<file path="src/rtl/cpw_pkg.sv">
`default_nettype none
package cpw_pkg;

   // compare and count width of the timers feeding the pair
   localparam int CW = 16;

   // compare values with a fixed meaning in the up/down modes
   localparam logic [CW-1:0] CMP_ZERO = 16'h0000;
   localparam logic [CW-1:0] CMP_FULL = 16'hffff;

   // apb byte addresses of the pair's registers
   localparam int             AW        = 8;
   localparam logic [AW-1:0]  ADDR_CTRL = 8'h00;
   localparam logic [AW-1:0]  ADDR_CMP0 = 8'h04;
   localparam logic [AW-1:0]  ADDR_CMP1 = 8'h08;
   localparam logic [AW-1:0]  ADDR_STAT = 8'h0c;

   // control word field positions
   localparam int F_MODE  = 0;   // pair mode field, 6 bits, two per pair
   localparam int F_PSEL  = 6;   // pair select bit
   localparam int F_RUN   = 8;   // run enables, ch0 then ch1
   localparam int F_TSEL  = 10;  // timer select, 2 bits per channel
   localparam int F_BUFEN = 16;  // buffer enables, ch0 then ch1
   localparam int F_PKX   = 18;  // peak-point transfer, ch0 then ch1

   // status word field positions
   localparam int S_FLAG = 0;    // match flags, write one to clear
   localparam int S_RT   = 4;    // real-time output levels

   // pair mode field codes
   localparam logic [1:0] MF_UP = 2'b00;

   // decoded channel modes, gray along toggle, double, up/down high, low
   typedef enum logic [1:0] {
      CPW_TOGGLE  = 2'b00,
      CPW_DOUBLE  = 2'b01,
      CPW_UD_HIGH = 2'b11,
      CPW_UD_LOW  = 2'b10
   } cpw_mode_t;

   // one free-running timer as seen by the compare pair
   typedef struct packed {
      logic [CW-1:0] count;
      logic [CW-1:0] peak;      // cycle setting value
      logic          updown;    // timer runs in up/down mode
      logic          down;      // timer is counting down
      logic          stopped;
   } cpw_tmr_t;

   // software control of the pair
   typedef struct packed {
      logic [5:0]      mode_field;
      logic            pair_sel;
      logic [1:0]      run;
      logic [1:0][1:0] tsel;
      logic [1:0]      buf_en;
      logic [1:0]      peak_xfer;
   } cpw_ctrl_t;

   localparam cpw_ctrl_t CTRL_RST = '0;

endpackage
`default_nettype wire

</file>
<file path="src/rtl/cpw_compare_pair.sv">
// Local design decisions: the register offsets and the APB interface to the registers.
`timescale 1ns/100ps
`default_nettype none

// Notes on behaviour
// - mode 00, up-only timers: ch1 single-toggle if select 0, double if 1
// - modes 01/10/11 make ch0/ch1/both up/down; select 1 means active low
// - six-bit mode field gives two bits per pair, chosen by pair index
// - direction mode for each channel comes from its selected timer
// - outputs change only on a running channel's match, or on up/down compare 0x0000/0xffff
// - single-toggle inverts output 0 on every match, any value, any direction
// - single-toggle output 1 inverts on compare 1 match, channels independent
// - double-toggle inverts output 1 on match with compare 0 or compare 1
// - with ch1 double-toggle, ch0 keeps single-toggle on compare 0
// - single-toggle compare above peak never matches, output holds
// - up/down match while counting up drives output active
// - up/down match while counting down drives output inactive
// - up/down compare 0x0000 holds output active while in place
// - up/down compare 0xffff holds output inactive while in place
// - up/down match at peak changes no output and sets no flag
// - peak equals the selected timer's cycle setting value
// - zero-point transfer loads compare at count zero
// - peak-point transfer loads at peak and compares in the same step
// - active level high in active-high mode, low in active-low mode
// - match flags set on compare 0 and compare 1 matches
module cpw_compare_pair #(
   parameter int PAIR_IDX = 0,
   parameter int N_TMR    = 3
) (
   input  wire logic                              CLK_SYS,
   input  wire logic                              RST_N,
   input  wire logic                              PSEL,
   input  wire logic                              PENABLE,
   input  wire logic                              PWRITE,
   input  wire logic [cpw_pkg::AW-1:0]            PADDR,
   input  wire logic [31:0]                       PWDATA,
   output logic      [31:0]                       PRDATA,
   output logic                                   PREADY,
   output logic                                   PSLVERR,
   input  wire cpw_pkg::cpw_tmr_t [N_TMR-1:0]     TIMERS,
   output logic      [1:0]                        RT_OUT,
   output logic      [1:0]                        MATCH_FLAG
);

   // parameters the logic cannot serve
   if (PAIR_IDX < 0 || PAIR_IDX > 2) begin : g_chk_pair
      $error("PAIR_IDX must be 0, 1 or 2");
   end
   if (N_TMR < 1 || N_TMR > 4) begin : g_chk_tmr
      $error("N_TMR must be 1 to 4");
   end

   logic                     rst_meta_r;
   logic                     rst_n;
   cpw_pkg::cpw_ctrl_t       ctrl_r;
   logic [1:0][cpw_pkg::CW-1:0] buf_r;
   logic [1:0][cpw_pkg::CW-1:0] cv_r;
   logic [1:0]               rt_r;
   logic [1:0]               rt_nxt;
   logic [1:0]               flag_r;
   logic [1:0]               flag_nxt;
   logic [31:0]              prdata_r;
   logic                     pready_r;
   logic                     pslverr_r;
   cpw_pkg::cpw_tmr_t [1:0]  tm;
   cpw_pkg::cpw_mode_t [1:0] mode;
   logic [1:0]               mf;
   logic [1:0]               load;
   logic [1:0][cpw_pkg::CW-1:0] eff;
   logic [1:0]               hit;
   logic [1:0]               at_pk;
   logic [1:0]               ud;
   logic [1:0]               act;
   logic                     setup;
   logic                     wr_en;
   logic                     mapped;

   // channel mode from mode bits, select bit and both channels' timer modes
   function automatic cpw_pkg::cpw_mode_t ch_mode(input logic       ch1,
                                                  input logic [1:0] mfld,
                                                  input logic       psel,
                                                  input logic       ud0,
                                                  input logic       ud1);
      logic own;
      own = ch1 ? ud1 : ud0;
      if ((ch1 ? mfld[1] : mfld[0]) && own) begin
         ch_mode = psel ? cpw_pkg::CPW_UD_LOW : cpw_pkg::CPW_UD_HIGH;
      end else if (ch1 && psel && mfld == cpw_pkg::MF_UP && !ud0 && !ud1) begin
         ch_mode = cpw_pkg::CPW_DOUBLE;
      end else begin
         ch_mode = cpw_pkg::CPW_TOGGLE;
      end
   endfunction

   // reset released through two flops, asserted at once
   always_ff @(posedge CLK_SYS or negedge RST_N) begin
      if (!RST_N) begin
         rst_meta_r <= 1'b0;
         rst_n      <= 1'b0;
      end else begin
         rst_meta_r <= 1'b1;
         rst_n      <= rst_meta_r;
      end
   end

   // apb phases; the slave answers in the first access cycle
   assign setup  = PSEL && !PENABLE;
   assign wr_en  = PSEL && PENABLE && PWRITE && pready_r;
   assign mapped = PADDR == cpw_pkg::ADDR_CTRL || PADDR == cpw_pkg::ADDR_CMP0 ||
                   PADDR == cpw_pkg::ADDR_CMP1 || PADDR == cpw_pkg::ADDR_STAT;

   // this pair's two bits of the shared mode field
   assign mf = ctrl_r.mode_field[2*PAIR_IDX +: 2];

   // per channel timer pick, transfer, effective compare and match
   always_comb begin
      for (int ch = 0; ch < 2; ch++) begin
         tm[ch] = TIMERS[0];
         for (int t = 0; t < N_TMR; t++) begin
            if (ctrl_r.tsel[ch] == 2'(t)) begin
               tm[ch] = TIMERS[t];
            end
         end
         at_pk[ch] = tm[ch].count == tm[ch].peak;
         // peak transfer compares the freshly loaded value in the same step
         load[ch] = ctrl_r.buf_en[ch] && (tm[ch].stopped ||
                    (ctrl_r.peak_xfer[ch] ? at_pk[ch]
                                          : tm[ch].count == cpw_pkg::CMP_ZERO));
         eff[ch]  = load[ch] ? buf_r[ch] : cv_r[ch];
         hit[ch]  = ctrl_r.run[ch] && tm[ch].count == eff[ch];
      end
      mode[0] = ch_mode(1'b0, mf, ctrl_r.pair_sel, tm[0].updown, tm[1].updown);
      mode[1] = ch_mode(1'b1, mf, ctrl_r.pair_sel, tm[0].updown, tm[1].updown);
      for (int ch = 0; ch < 2; ch++) begin
         ud[ch]  = mode[ch] == cpw_pkg::CPW_UD_HIGH || mode[ch] == cpw_pkg::CPW_UD_LOW;
         act[ch] = mode[ch] != cpw_pkg::CPW_UD_LOW;
      end
   end

   // next output levels per mode
   always_comb begin
      rt_nxt = rt_r;
      for (int ch = 0; ch < 2; ch++) begin
         unique case (mode[ch])
            cpw_pkg::CPW_UD_HIGH, cpw_pkg::CPW_UD_LOW: begin
               if (ctrl_r.run[ch]) begin
                  if (eff[ch] == cpw_pkg::CMP_ZERO) begin
                     rt_nxt[ch] = act[ch];
                  end else if (eff[ch] == cpw_pkg::CMP_FULL) begin
                     rt_nxt[ch] = !act[ch];
                  end else if (hit[ch] && !at_pk[ch]) begin
                     // up drives active, down drives inactive
                     rt_nxt[ch] = tm[ch].down ? !act[ch] : act[ch];
                  end
               end
            end
            cpw_pkg::CPW_DOUBLE: begin
               // either compare flips output 1 once, even if both match
               if (hit[0] || hit[1]) begin
                  rt_nxt[ch] = !rt_r[ch];
               end
            end
            cpw_pkg::CPW_TOGGLE: begin
               // a value above peak simply never matches
               if (hit[ch]) begin
                  rt_nxt[ch] = !rt_r[ch];
               end
            end
         endcase
      end
   end

   // flags: hardware set wins over a software clear in the same cycle
   always_comb begin
      flag_nxt = flag_r;
      if (wr_en && PADDR == cpw_pkg::ADDR_STAT) begin
         flag_nxt = flag_r & ~PWDATA[cpw_pkg::S_FLAG +: 2];
      end
      for (int ch = 0; ch < 2; ch++) begin
         if (hit[ch] && !(ud[ch] && at_pk[ch])) begin
            flag_nxt[ch] = 1'b1;
         end
      end
   end

   // outputs and flags update at the edge that sees the match
   always_ff @(posedge CLK_SYS or negedge rst_n) begin
      if (!rst_n) begin
         rt_r   <= 2'h0;
         flag_r <= 2'h0;
      end else begin
         rt_r   <= rt_nxt;
         flag_r <= flag_nxt;
      end
   end

   // control word
   always_ff @(posedge CLK_SYS or negedge rst_n) begin
      if (!rst_n) begin
         ctrl_r <= cpw_pkg::CTRL_RST;
      end else if (wr_en && PADDR == cpw_pkg::ADDR_CTRL) begin
         ctrl_r.mode_field <= PWDATA[cpw_pkg::F_MODE +: 6];
         ctrl_r.pair_sel   <= PWDATA[cpw_pkg::F_PSEL];
         ctrl_r.run        <= PWDATA[cpw_pkg::F_RUN +: 2];
         ctrl_r.tsel       <= PWDATA[cpw_pkg::F_TSEL +: 4];
         ctrl_r.buf_en     <= PWDATA[cpw_pkg::F_BUFEN +: 2];
         ctrl_r.peak_xfer  <= PWDATA[cpw_pkg::F_PKX +: 2];
      end
   end

   // compare buffers and active values; buffer off writes straight through
   always_ff @(posedge CLK_SYS or negedge rst_n) begin
      if (!rst_n) begin
         buf_r <= '0;
         cv_r  <= '0;
      end else begin
         for (int ch = 0; ch < 2; ch++) begin
            if (wr_en && PADDR == (ch == 0 ? cpw_pkg::ADDR_CMP0 : cpw_pkg::ADDR_CMP1)) begin
               buf_r[ch] <= PWDATA[cpw_pkg::CW-1:0];
               if (!ctrl_r.buf_en[ch]) begin
                  cv_r[ch] <= PWDATA[cpw_pkg::CW-1:0];
               end else if (load[ch]) begin
                  cv_r[ch] <= buf_r[ch];
               end
            end else if (load[ch]) begin
               cv_r[ch] <= buf_r[ch];
            end
         end
      end
   end

   // apb answer captured in the setup cycle; reads show active compare values
   always_ff @(posedge CLK_SYS or negedge rst_n) begin
      if (!rst_n) begin
         prdata_r  <= 32'h0;
         pready_r  <= 1'b0;
         pslverr_r <= 1'b0;
      end else begin
         pready_r  <= setup;
         pslverr_r <= setup && !mapped;
         if (setup && !PWRITE) begin
            prdata_r <= 32'h0;
            unique case (1'b1)
               PADDR == cpw_pkg::ADDR_CTRL: begin
                  prdata_r[cpw_pkg::F_MODE +: 6]  <= ctrl_r.mode_field;
                  prdata_r[cpw_pkg::F_PSEL]       <= ctrl_r.pair_sel;
                  prdata_r[cpw_pkg::F_RUN +: 2]   <= ctrl_r.run;
                  prdata_r[cpw_pkg::F_TSEL +: 4]  <= ctrl_r.tsel;
                  prdata_r[cpw_pkg::F_BUFEN +: 2] <= ctrl_r.buf_en;
                  prdata_r[cpw_pkg::F_PKX +: 2]   <= ctrl_r.peak_xfer;
               end
               PADDR == cpw_pkg::ADDR_CMP0: prdata_r[cpw_pkg::CW-1:0] <= cv_r[0];
               PADDR == cpw_pkg::ADDR_CMP1: prdata_r[cpw_pkg::CW-1:0] <= cv_r[1];
               PADDR == cpw_pkg::ADDR_STAT: begin
                  prdata_r[cpw_pkg::S_FLAG +: 2] <= flag_r;
                  prdata_r[cpw_pkg::S_RT +: 2]   <= rt_r;
               end
               default: prdata_r <= 32'h0; // unmapped reads zero
            endcase
         end
      end
   end

   assign PRDATA     = prdata_r;
   assign PREADY     = pready_r;
   assign PSLVERR    = pslverr_r;
   assign RT_OUT     = rt_r;
   assign MATCH_FLAG = flag_r;

   // single toggle inverts output 0 at a match
   property p_toggle0;
      @(posedge CLK_SYS) disable iff (!rst_n)
      mode[0] == cpw_pkg::CPW_TOGGLE && hit[0] |=> rt_r[0] != $past(rt_r[0]);
   endproperty
   a_toggle0: assert property (p_toggle0) else $error("ch0 did not toggle");

   // a stopped ch1 outside double toggle never moves its output
   property p_idle;
      @(posedge CLK_SYS) disable iff (!rst_n)
      !ctrl_r.run[1] && mode[1] != cpw_pkg::CPW_DOUBLE |=> $stable(rt_r[1]);
   endproperty
   a_idle: assert property (p_idle) else $error("disabled ch1 changed");

   // double toggle flips output 1 on either compare
   property p_double;
      @(posedge CLK_SYS) disable iff (!rst_n)
      mode[1] == cpw_pkg::CPW_DOUBLE && (hit[0] || hit[1]) |=> rt_r[1] != $past(rt_r[1]);
   endproperty
   a_double: assert property (p_double) else $error("double toggle missed");

   // up/down match counting up goes active
   property p_ud_up;
      @(posedge CLK_SYS) disable iff (!rst_n)
      ud[0] && hit[0] && !at_pk[0] && !tm[0].down && eff[0] != cpw_pkg::CMP_FULL
      |=> rt_r[0] == $past(act[0]);
   endproperty
   a_ud_up: assert property (p_ud_up) else $error("up match not active");

   // up/down match counting down goes inactive
   property p_ud_down;
      @(posedge CLK_SYS) disable iff (!rst_n)
      ud[1] && hit[1] && !at_pk[1] && tm[1].down && eff[1] != cpw_pkg::CMP_ZERO
      |=> rt_r[1] == !$past(act[1]);
   endproperty
   a_ud_down: assert property (p_ud_down) else $error("down match not inactive");

   // zero compare steady for two cycles leaves output active
   property p_all_act;
      @(posedge CLK_SYS) disable iff (!rst_n)
      (ud[0] && ctrl_r.run[0] && eff[0] == cpw_pkg::CMP_ZERO)[*2] |-> rt_r[0] == act[0];
   endproperty
   a_all_act: assert property (p_all_act) else $error("zero compare not active");

   // full compare forces inactive
   property p_all_ina;
      @(posedge CLK_SYS) disable iff (!rst_n)
      ud[1] && ctrl_r.run[1] && eff[1] == cpw_pkg::CMP_FULL |=> rt_r[1] == !$past(act[1]);
   endproperty
   a_all_ina: assert property (p_all_ina) else $error("full compare not inactive");

   // peak match in up/down leaves output alone and sets no flag
   property p_peak;
      @(posedge CLK_SYS) disable iff (!rst_n)
      ud[0] && hit[0] && at_pk[0] && eff[0] != cpw_pkg::CMP_ZERO &&
      eff[0] != cpw_pkg::CMP_FULL && !flag_r[0] |=> $stable(rt_r[0]) && !flag_r[0];
   endproperty
   a_peak: assert property (p_peak) else $error("peak match acted");

   // a counted match raises the flag next edge
   property p_flag;
      @(posedge CLK_SYS) disable iff (!rst_n)
      hit[1] && !(ud[1] && at_pk[1]) |=> flag_r[1];
   endproperty
   a_flag: assert property (p_flag) else $error("match flag not set");

   // single toggle inverts output 1 at its own match
   property p_toggle1;
      @(posedge CLK_SYS) disable iff (!rst_n)
      mode[1] == cpw_pkg::CPW_TOGGLE && hit[1] |=> rt_r[1] != $past(rt_r[1]);
   endproperty
   a_toggle1: assert property (p_toggle1) else $error("ch1 did not toggle");

   // single toggle holds output 0 while the count misses
   property p_hold0;
      @(posedge CLK_SYS) disable iff (!rst_n)
      mode[0] == cpw_pkg::CPW_TOGGLE && !hit[0] |=> $stable(rt_r[0]);
   endproperty
   a_hold0: assert property (p_hold0) else $error("ch0 moved without a match");

   // under double toggle ch0 still flips on its own compare
   property p_dbl_ch0;
      @(posedge CLK_SYS) disable iff (!rst_n)
      mode[1] == cpw_pkg::CPW_DOUBLE && hit[0] |=> rt_r[0] != $past(rt_r[0]);
   endproperty
   a_dbl_ch0: assert property (p_dbl_ch0) else $error("ch0 idle in double mode");

   // a stopped ch0 never moves its output
   property p_idle0;
      @(posedge CLK_SYS) disable iff (!rst_n)
      !ctrl_r.run[0] |=> $stable(rt_r[0]);
   endproperty
   a_idle0: assert property (p_idle0) else $error("disabled ch0 changed");

   // a counted ch0 match raises its flag next edge
   property p_flag0;
      @(posedge CLK_SYS) disable iff (!rst_n)
      hit[0] && !(ud[0] && at_pk[0]) |=> flag_r[0];
   endproperty
   a_flag0: assert property (p_flag0) else $error("ch0 match flag not set");

endmodule
`default_nettype wire

</file>
<file path="config.mk">
export PLATFORM = sky130hd
export DESIGN_NAME = cpw_compare_pair
export DESIGN_NICKNAME = d
export VERILOG_FILES = /design/src/rtl/cpw_pkg.sv /design/src/rtl/cpw_compare_pair.sv
export SDC_FILE = /design/constraint.sdc
export NUM_CORES = 1
export LEC_CHECK = 0
export ABC_AREA = 1
export BUFFER_PORTS_ARGS = -buffer_cell sky130_fd_sc_hd__clkbuf_2
export CAP_MARGIN = 20
export CORE_UTILIZATION = 57
export CTS_BUF_LIST = sky130_fd_sc_hd__clkbuf_2
export DETAILED_ROUTE_END_ITERATION = 16
export PLACE_DENSITY_LB_ADDON = 0.1
export SYNTH_ARGS = -nofsm -noshare
export SYNTH_HDL_FRONTEND = slang
export SYNTH_SLANG_ARGS = --single-unit
</file>
<file path="constraint.sdc">
create_clock -name CLK_SYS -period 6.45 [get_ports CLK_SYS]
set_clock_uncertainty 0.1 [all_clocks]
set_input_delay 0.9675 -clock CLK_SYS [delete_from_list [all_inputs] [get_ports CLK_SYS]]
set_output_delay 0.9675 -clock CLK_SYS [all_outputs]
set_load 0.05 [all_outputs]
</file>
==> flow_metrics.py, run 1 <==
metrics = {
    "drt": {
        "drc": 0,
        "drtPass1Iterations": 5,
        "wl_per_cell_um": 17.9,
        "avgViaCountPerCell": 5.62,
        "drt-initial-drc-count": 1467,
        "wl_um": 37500,
        "ant_nets": 0,
        "vias": 11800,
    },
    "worst_setup_path": {
        "critPathRequiredTime_ns": 6.98,
        "endpoint_kind": "flop",
        "path_max_fanout": 26,
        "arrival_ns": 5.71,
        "worst-path-buf-inv": 2,
        "crit_top_cell": "nand2_1",
        "cp-start-kind": "flop",
        "setup.worst_path.class": "flop to flop",
        "critPathSlowestCell": "dfrtp_1",
        "cpPeakStageDelay_ns": 0.98,
        "cp.depth": 25,
        "crit_family": "simple AND/OR/NAND/NOR gates",
        "worstRegToRegCells": 25,
    },
    "synth": {
        "synth_top_area_cell": "dfrtp_1",
        "synth-edff-count": 0,
        "synth_area_sq_um": 9710,
        "syn_avg_cell_area_sq_um": 5.57,
        "ys_async_sr_fraction": 1.00,
        "yosys.area.top_type_share": 0.281,
        "synth_ff_type": "dfrtp_1",
        "ys_top_cells_by_area": "dfrtp_1 (28%), nand2_1 (28%), nand3_1 (11%), inv_1 (9.1%), nor2_1 (6.0%)",
        "ys.warnings.count": 0,
        "synth_seq_area_share": 0.281,
        "synth_seq_cells": 109,
        "yosysUniqueCellTypes": 35,
        "postSynthCellCount": 1744,
    },
    "clocking": {
        "cts_root_buf": "clkbuf_2",
        "clock_sinks": 109,
        "worstSkewPairLatency_ns": 0.67,
        "clkTransAtPathRegs_ns": 0.37,
        "cts_tree": "done",
        "h-tree-depth": 3,
        "cts_max_path_buffers": 2,
        "numCtsBuffers": 9,
    },
    "pwr": {
        "max-vdd-ir-drop_v": 0.000120,
        "combPwrFrac": 0.243,
        "p_leak_nw": 6.35,
        "swShare": 0.381,
        "p_sw_mw": 0.535,
        "power.internal_mw": 0.871,
        "clkPwrFrac": 0.247,
        "power.share.sequential": 0.509,
        "powerDensity_nw_per_um2": 131,
    },
    "placed_design": {
        "io_buffers": 163,
        "gp_congestion": 1.01,
        "dpl.hpwl_um": 28800,
    },
    "global_route": {
        "grt_max_degree": 91,
        "use_met3": 0.0862,
        "grt_first_pass_wirelength_um": 58200,
        "use_met1": 0.585,
        "met2_usage": 0.658,
        "overflow": 0,
        "grtUsageTotal": 0.434,
        "grt_pass1_vias": 10800,
        "grt-busiest-layer": "met2",
        "antenna_found_initial": 2,
    },
    "floorplanning": {
        "die_w_um": 133,
        "floorplan.initialDensity": 0.585,
        "fp-row-count": 47,
        "die_h_um": 133,
        "fp.dieArea_sq_um": 17600,
        "coreArea_sq_um": 16600,
        "io_pins": 188,
    },
    "timing": {
        "period_share": 0.803,
        "hold_violations": 0,
        "fmax_mhz": 193,
        "setup-violations-final": 0,
        "rsz0062_at_grt": "false",
        "maxSlewViolCount": 0,
        "setup_tns_ns": 0,
        "tightest_slew_ns": 1.11,
        "layout_min_cycle_time_ns": 5.18,
        "relSlewSlack": 0.261,
    },
    "run_status": {
        "status": "complete, no violations",
    },
    "layout": {
        "area_growth_pct": 10.8,
        "nNetsFinal": 2016,
        "final_util": 0.649,
        "drive_gt1_frac": 0.126,
    },
    "worst_hold_path": {
        "hold_path_class": "flop to asynchronous set/reset pin",
    },
    "flow_run": {
        "max_cap_violations": 0,
    },
}
power by group through the flow:
stage,logic (mW),clock network (mW),registers (mW)
6_report,0.342,0.347,0.716
5_1_grt,0.377,0.371,0.718
4_1_cts,0.334,0.347,0.716
3_5_place_dp,0.332,0,0.726
3_3_place_gp,0.328,0,0.726
2_1_floorplan,0.182,0,0.744
per-layer routing:
| metal | vias up | part of all wire | wire [um] |
|---|---|---|---|
| met1 | 5228 | 0.39 | 14800 |
| met4 | 0 | 0.060 | 2250 |
| li1 | 5635 | - | - |
| met5 | - | 0 | 0 |
| met2 | 777 | 0.42 | 15800 |
| met3 | 127 | 0.12 | 4660 |
synthesized netlist by cell type, types with 6 or more instances:
cell type and instances:
o22ai_1 7, clkbuf_1 33, inv_1 236, buf_4 19
or2_2 17, dfrtp_1 109, nor3_1 7, buf_2 25
o21ai_0 105, nor4_1 6, nand4_1 20, nand3_1 210
nand2_1 713, or2_1 6, a21oi_1 29, inv_2 6
nor2_1 155
layout make-up:
type,count,area [sq um]
fill,1687,5830
multi-input combinational,1321,5700
sequential,109,2730
timing repair buffer,182,1000
inverter,243,912
tap,220,275
clock inverter,7,91.3
clock buffer,9,45.0
antenna,1,2.50
flip-flops by register name (all words and copies together) (netlist names):
signal	cells
rst_n	1
PRDATA	20
ctrl_r	17
PSLVERR	1
rst_meta_r	1
buf_r	32
PREADY	1
cv_r	32
MATCH_FLAG	2
RT_OUT	2
through the flow:
stage          instance area [sq um]  std cells  power [mW]  setup slack, ns  hold WS, ns
6_report                       10800       2092        1.41             1.27        0.250
5_1_grt                        10800       2092        1.47            0.941        0.285
3_5_place_dp                   10600       2072        1.06             1.42        0.244
4_1_cts                        10700       2089        1.40             1.44        0.271
2_1_floorplan                   9750       1755       0.926             3.09        0.231
3_3_place_gp                   10600       2072        1.05             1.41        0.240
what timing repair did:
action | CTS | global route
endpoints found under the hold margin | 2 | 0
resized for setup | 0 | 0
hold buffers | 1 | 0
buffers inserted | 0 | 0
final timing paths:
| kind | slack (ns) | from | to |
|---|---|---|---|
| max | 1.27 | ctrl_r[4]$_DFFE_PN0P_ | RT_OUT[1]$_DFFE_PN0P_ |
| max in group asynchronous | 4.69 | rst_n$_DFF_PN0_ | ctrl_r[15]$_DFFE_PN0P_ |
| min reg2reg | 0.25 | rst_n$_DFF_PN0_ | PRDATA[3]$_DFFE_PN0P_ |
| max reg2reg | 1.27 | ctrl_r[4]$_DFFE_PN0P_ | RT_OUT[1]$_DFFE_PN0P_ |
| min | 0.25 | rst_n$_DFF_PN0_ | PRDATA[3]$_DFFE_PN0P_ |
| min in group CLK_SYS | 0.30 | rst_meta_r$_DFF_PN0_ | rst_n$_DFF_PN0_ |
cell usage in the layout (no fill, tap or decap), drive strengths merged:
cell and instances:
o21bai 1, a221oi 4, clkbuf 172, buf 18, o31ai 4, dfrtp 109, nand3 210, diode 1
conb 13, a21oi 29, and3 1, mux2i 3, dlygate4sd3 1, nand4 20, o21ai 107, inv 243
nor3 7, nor4 6, a31oi 1, o22ai 7, clkinv 7, nand2 721, nor2 158, or2 26
a2bb2oi 3
cells by family (layout without fill, tap and decap cells):
group,after synthesis,in the layout,share of synthesized area
buffers and inverters,325,441,0.138
muxes,3,3,0.00309
DFF,109,109,0.281
and+or+nand+nor,1149,1149,0.492
other,2,14,0.000774
AOI/OAI and AO/OA,156,156,0.0854
worst register-to-register path, delay by kind of cell, from the launching register on:
| kind | cells | cell delay, ns |
|---|---|---|
| and+or+nand+nor | 21 | 2.93 |
| AOI/OAI and AO/OA | 2 | 0.43 |
| DFF | 1 | 0.98 |
| buffers and inverters | 2 | 0.74 |
Power figures use the tool's default switching activity.
==> inputs of run 2 (changes only) <==
Settings changed: CORE_UTILIZATION 57 to 53.
Clock period 6.45 ns to 4.75 ns, I/O delays scaled along.
==> run 2 against run 1 <==
Non-clock buffer count up 13. Sequential share of layout area down 0.30 points. Final cell count up 1.1%. Largest power group unchanged. Highest routed layer unchanged.
==> flow_metrics.py, run 2 (same netlist as run 1, synthesis figures left out) <==
metrics = {
    "run_status": {
        "status": "complete, no violations",
    },
    "drt": {
        "drtPass1Iterations": 8,
        "vias": 11600,
        "drt-initial-drc-count": 1061,
        "wl_per_cell_um": 17.9,
        "ant_nets": 0,
        "drc": 0,
        "avgViaCountPerCell": 5.51,
        "wl_um": 37900,
    },
    "global_route": {
        "grtUsageTotal": 0.407,
        "overflow": 0,
        "grt_max_degree": 90,
        "grt_pass1_vias": 10100,
        "antenna_found_initial": 2,
        "grt_first_pass_wirelength_um": 56200,
    },
    "worst_setup_path": {
        "cp-start-kind": "flop",
        "cpPeakStageDelay_ns": 0.54,
        "worst-path-buf-inv": 1,
        "path_max_fanout": 22,
        "critPathSlowestCell": "nor2_4",
        "endpoint_kind": "flop",
        "crit_family": "simple AND/OR/NAND/NOR gates",
        "crit_top_cell": "nand2_1",
        "setup.worst_path.class": "flop to flop",
        "arrival_ns": 4.83,
        "critPathRequiredTime_ns": 5.23,
    },
    "timing": {
        "setup-violations-final": 0,
        "period_share": 0.915,
        "tightest_slew_ns": 0.983,
        "setup_tns_ns": 0,
        "maxSlewViolCount": 0,
        "rsz0062_at_grt": "false",
        "layout_min_cycle_time_ns": 4.35,
        "hold_violations": 0,
        "fmax_mhz": 230,
        "fin_ws_ns": 0.402,
        "relSlewSlack": 0.343,
        "hold_slack_ns": 0.0249,
    },
    "clocking": {
        "cts_max_path_buffers": 2,
        "cts_resized": 0,
        "cts_root_buf": "clkbuf_2",
        "numCtsBuffers": 9,
        "clock_sinks": 109,
        "h-tree-depth": 3,
        "worstSkewPairLatency_ns": 0.70,
        "clkTransAtPathRegs_ns": 0.40,
        "cts_tree": "done",
    },
    "pwr": {
        "p_leak_nw": 6.41,
        "p_sw_mw": 0.734,
        "power.share.sequential": 0.502,
        "clkPwrFrac": 0.250,
        "max-vdd-ir-drop_v": 0.000175,
        "power.internal_mw": 1.19,
        "powerDensity_nw_per_um2": 177,
        "swShare": 0.382,
        "combPwrFrac": 0.248,
    },
    "floorplanning": {
        "die_h_um": 137,
        "fp.dieArea_sq_um": 18900,
        "floorplan.initialDensity": 0.540,
        "io_pins": 188,
        "coreArea_sq_um": 18000,
        "die_w_um": 137,
        "fp-row-count": 49,
    },
    "flow_run": {
        "max_cap_violations": 0,
    },
    "placed_design": {
        "dpl.hpwl_um": 29600,
        "dpl-instance-area_sq_um": 10700,
        "dpl_worst_slack_ns": 0.590,
        "io_buffers": 163,
        "gp_congestion": 1.03,
        "dp_cells": 2093,
    },
    "layout": {
        "final_area_sq_um": 10900,
        "drive_gt1_frac": 0.132,
        "area_growth_pct": 12.1,
        "final-instance-count-excl-fill": 2114,
        "mostFrequentLayoutCell": "nand2_1",
        "nNetsFinal": 2029,
        "layout_common_cells": "nand2_1 (713), inv_1 (236), nand3_1 (210), clkbuf_2 (172), nor2_1 (153)",
    },
    "worst_hold_path": {
        "hold_path_class": "flop to asynchronous set/reset pin",
    },
}
run 2: worst reg2reg max path: cells and delay by family, from the launching register on:
| kind | cells | cell delay [ns] |
|---|---|---|
| buffers and inverters | 1 | 0.10 |
| AO/OA/AOI/OAI | 1 | 0.12 |
| AND/OR/NAND/NOR | 23 | 3.46 |
| flip-flops | 1 | 0.51 |
run 2: what timing repair did:
action / in CTS / in global routing
setup buffers: 0 / 0
endpoints found under the hold margin: 2 / 0
hold buffers: 1 / 0
run 2: layout make-up:
cell class | instances | area, sq um
clock inverters | 7 | 92.6
diodes | 1 | 2.50
repair buffers | 195 | 1110
multi-input cells | 1321 | 5700
inverters | 243 | 912
flip-flops and latches | 109 | 2730
well taps | 229 | 287
fillers | 1830 | 7080
clock buffers | 9 | 45.0
run 2: metrics by stage:
| step | utilization | total power, mW |
|---|---|---|
| final | 0.606 | 1.92 |
| after global routing | 0.606 | 2.01 |
| after CTS | 0.603 | 1.92 |
| after detailed placement | 0.595 | 1.44 |
| after global placement | 0.595 | 1.44 |
| after floorplan | - | 1.26 |
run 2: worst paths after layout:
path,from,endpoint,slack (ns),depth (start not counted)
worst max-delay path,ctrl_r[6]$_DFFE_PN0P_,RT_OUT[1]$_DFFE_PN0P_,0.40,25
worst min-delay path,rst_n$_DFF_PN0_,PRDATA[3]$_DFFE_PN0P_,0.02,0
worst max register to register,ctrl_r[6]$_DFFE_PN0P_,RT_OUT[1]$_DFFE_PN0P_,0.40,25
worst min register to register,rst_n$_DFF_PN0_,PRDATA[3]$_DFFE_PN0P_,0.02,0
max in group asynchronous,rst_n$_DFF_PN0_,cv_r[5]$_DFF_PN0_,3.45,2
min in group CLK_SYS,PENABLE,PSLVERR$_DFF_PN0_,0.04,2
run 2: per-layer routing:
metal  vias up  global-route usage  share of wire
met5         -                   0              0
met4         0               0.202          0.051
met3       105              0.0706           0.10
met2       613               0.649           0.44
met1      5261               0.531           0.41
li1       5668                   -              -
run 2: power by group through the flow:
stage                     logic (mW)  clock network (mW)  registers (mW)
after global routing           0.524               0.515           0.969
final                          0.477               0.482           0.966
after floorplan                0.247                   0            1.01
after global placement         0.446                   0           0.991
after detailed placement       0.450                   0           0.991
after CTS                      0.452               0.489           0.978
==> inputs of run 3 (changes only) <==
Settings changed: ABC_AREA 1 to default, CORE_UTILIZATION 53 to 52.
==> run 3 against run 2 <==
Sequential share of layout area is 3.1 points higher. Flip-flop and latch count stayed put. Die area is 11% lower. Clock power decreased by 18%. Routed wire length down 29%. Final cell count decreased by 42%. Critical path depth down 13. Final area down 11%. Largest cell class unchanged.
==> flow_metrics.py, run 3 <==
metrics = {
    "timing": {
        "setup-violations-final": 0,
        "setup_tns_ns": 0,
        "hold_slack_ns": 0.155,
        "maxSlewViolCount": 0,
        "fmax_mhz": 220,
        "relSlewSlack": 0.294,
        "layout_min_cycle_time_ns": 4.54,
        "rsz0062_at_grt": "false",
        "hold_violations": 0,
        "tightest_slew_ns": 1.06,
        "period_share": 0.956,
    },
    "worst_setup_path": {
        "setup.worst_path.class": "flop to flop",
        "arrival_ns": 4.93,
        "path_max_fanout": 17,
        "cp-start-kind": "flop",
        "endpoint_kind": "flop",
        "critPathRequiredTime_ns": 5.14,
    },
    "global_route": {
        "grt_max_degree": 76,
        "grtUsageTotal": 0.325,
        "grt_first_pass_wirelength_um": 40500,
        "overflow": 0,
        "grt_pass1_vias": 6886,
        "antenna_found_initial": 0,
    },
    "synth": {
        "synth_area_sq_um": 8500,
        "synth_seq_area_share": 0.321,
        "synth_seq_cells": 109,
        "ys_async_sr_fraction": 1.00,
        "syn_avg_cell_area_sq_um": 10.1,
        "synth_top_area_cell": "dfrtp_1",
        "yosysUniqueCellTypes": 71,
        "ys_top_cells_by_count": "mux2i_1 (143), dfrtp_1 (109), mux2_2 (55)",
        "yosys.area.top_type_share": 0.321,
        "ys.warnings.count": 0,
        "yosysMostFrequentCell": "mux2i_1",
        "synth_ff_type": "dfrtp_1",
        "synth-edff-count": 0,
        "postSynthCellCount": 838,
        "ys_top_cells_by_area": "dfrtp_1 (32%), mux2i_1 (17%), mux2_2 (7.3%), xor2_1 (4.2%), a21oi_1 (2.4%)",
    },
    "drt": {
        "wl_per_cell_um": 22.0,
        "drc": 0,
        "vias": 7658,
        "drt-initial-drc-count": 824,
        "drtPass1Iterations": 6,
        "wl_um": 27000,
        "ant_nets": 0,
        "avgViaCountPerCell": 6.26,
    },
    "layout": {
        "num-fill-cells": 1428,
        "layout_common_cells": "clkbuf_2 (173), mux2i_1 (143), dfrtp_1 (104), mux2_2 (55), nor2_1 (48)",
        "area_growth_pct": 14.4,
        "final_util": 0.610,
        "drive_gt1_frac": 0.333,
        "mostFrequentLayoutCell": "clkbuf_2",
        "antennaDiodeCount": 0,
        "nNetsFinal": 1152,
    },
    "worst_hold_path": {
        "hold_path_class": "primary input to flop",
    },
    "pwr": {
        "p_sw_mw": 0.538,
        "clkPwrFrac": 0.234,
        "combPwrFrac": 0.194,
        "powerDensity_nw_per_um2": 173,
        "power.share.sequential": 0.572,
        "power.internal_mw": 1.14,
        "swShare": 0.320,
        "p_leak_nw": 4.33,
        "max-vdd-ir-drop_v": 0.000214,
    },
    "clocking": {
        "cts_tree": "done",
        "worstSkewPairLatency_ns": 0.60,
        "clock_sinks": 109,
        "numCtsBuffers": 9,
        "h-tree-depth": 3,
        "clkTransAtPathRegs_ns": 0.30,
        "cts_root_buf": "clkbuf_2",
        "cts_max_path_buffers": 2,
    },
    "floorplanning": {
        "floorplan.initialDensity": 0.533,
        "io_pins": 188,
        "die_h_um": 130,
        "coreArea_sq_um": 15900,
        "fp-row-count": 46,
        "die_w_um": 130,
        "fp.dieArea_sq_um": 16900,
    },
    "run_status": {
        "status": "complete, no violations",
    },
    "placed_design": {
        "gp_congestion": 0.969,
        "io_buffers": 163,
        "dpl.hpwl_um": 20500,
    },
    "flow_run": {
        "max_cap_violations": 0,
    },
}
run 3: changes by cell type in the layout (fill, tap and decap cells not counted), sizes merged, moves of 55 or more:
| cell | change |
|---|---|
| nand2 | -685 |
| mux2i | +140 |
| nand3 | -200 |
| nor2 | -110 |
| o21ai | -84 |
| inv | -228 |
| mux2 | +55 |
run 3: timing repair:
action | 4_1_cts | 5_1_grt
setup buffers | 0 | 10
hold endpoints to repair | 2 | 0
gates resized for setup | 0 | 6
setup endpoints to repair | 0 | 2
hold buffers | 1 | 0
run 3: routing by layer:
| metal | vias up | GRT usage | wire length (um) | share of wire |
|---|---|---|---|---|
| met3 | 55 | 0.0644 | 2300 | 0.085 |
| li1 | 3511 | - | - | - |
| met5 | - | 0 | 0 | 0 |
| met2 | 417 | 0.494 | 12100 | 0.45 |
| met4 | 0 | 0.0992 | 711 | 0.026 |
| met1 | 3675 | 0.464 | 11800 | 0.44 |
run 3: final timing paths:
check	endpoint	cells past startpoint	start	slack [ns]
worst min-delay path	PREADY$_DFF_PN0_	2	PENABLE	0.15
worst max register to register	RT_OUT[1]$_DFFE_PN0P_	12	ctrl_r[5]$_DFFE_PN0P_	0.21
worst min register to register	rst_n$_DFF_PN0_	0	rst_meta_r$_DFF_PN0_	0.30
min in group asynchronous	rst_n$_DFF_PN0_	2	RST_N	0.27
max in group asynchronous	ctrl_r[6]$_DFFE_PN0P_	1	rst_n$_DFF_PN0_	3.17
worst max-delay path	RT_OUT[1]$_DFFE_PN0P_	12	ctrl_r[5]$_DFFE_PN0P_	0.21
run 3: critical path, cell delays in order (launching register included):
cell and delay [ns]:
dfrtp_2 0.57, xor2_4 0.24, o221ai_1 0.85, xor2_1 0.17, a2111oi_2 0.44, nand4_2 0.28, a2bb2oi_4 0.34, mux2i_1 0.30
xor2_1 0.15, nor4_4 0.44, nand3_1 0.20, a211oi_1 0.24, o2bb2ai_1 0.10
run 3: cell type report:
class | count | area, sq um | area share
Clock buffer | 10 | 50.0 | 0.00515
Clock inverter | 6 | 43.8 | 0.00450
Inverter | 14 | 52.6 | 0.00540
Multi-Input combinational cell | 662 | 5370 | 0.552
Sequential cell | 109 | 2740 | 0.282
Tap cell | 216 | 270 | 0.0278
Timing Repair Buffer | 206 | 1200 | 0.124
run 3: logic make-up (layout without fill, tap and decap cells):
family	after synthesis	in the layout	synth area share
XOR/XNOR	62	62	0.0661
multiplexers	202	202	0.252
buffers and inverters	78	236	0.0549
AND/OR/NAND/NOR	224	224	0.154
other	2	13	0.000883
AO/OA/AOI/OAI	161	161	0.152
flip-flops	109	109	0.321
run 3: metrics by stage:
| step | power [mW] | std cells | worst slack (ns) | cell area [sq um] |
|---|---|---|---|---|
| 2_1_floorplan | 1.15 | 849 | 1.04 | 8550 |
| 3_3_place_gp | 1.29 | 1196 | 0.205 | 9500 |
| 3_5_place_dp | 1.29 | 1196 | 0.151 | 9500 |
| 4_1_cts | 1.69 | 1213 | 0.0526 | 9610 |
| 5_1_grt | 1.75 | 1223 | 0.0206 | 9730 |
| 6_report | 1.68 | 1223 | 0.208 | 9730 |
run 3: power by group through the flow:
stage / Clock (mW) / Combinational, mW / Sequential [mW]
floorplan: 0 / 0.173 / 0.974
CTS: 0.407 / 0.319 / 0.961
finish: 0.393 / 0.326 / 0.960
detailed placement: 0 / 0.317 / 0.976
global route: 0.440 / 0.348 / 0.964
global placement: 0 / 0.314 / 0.975
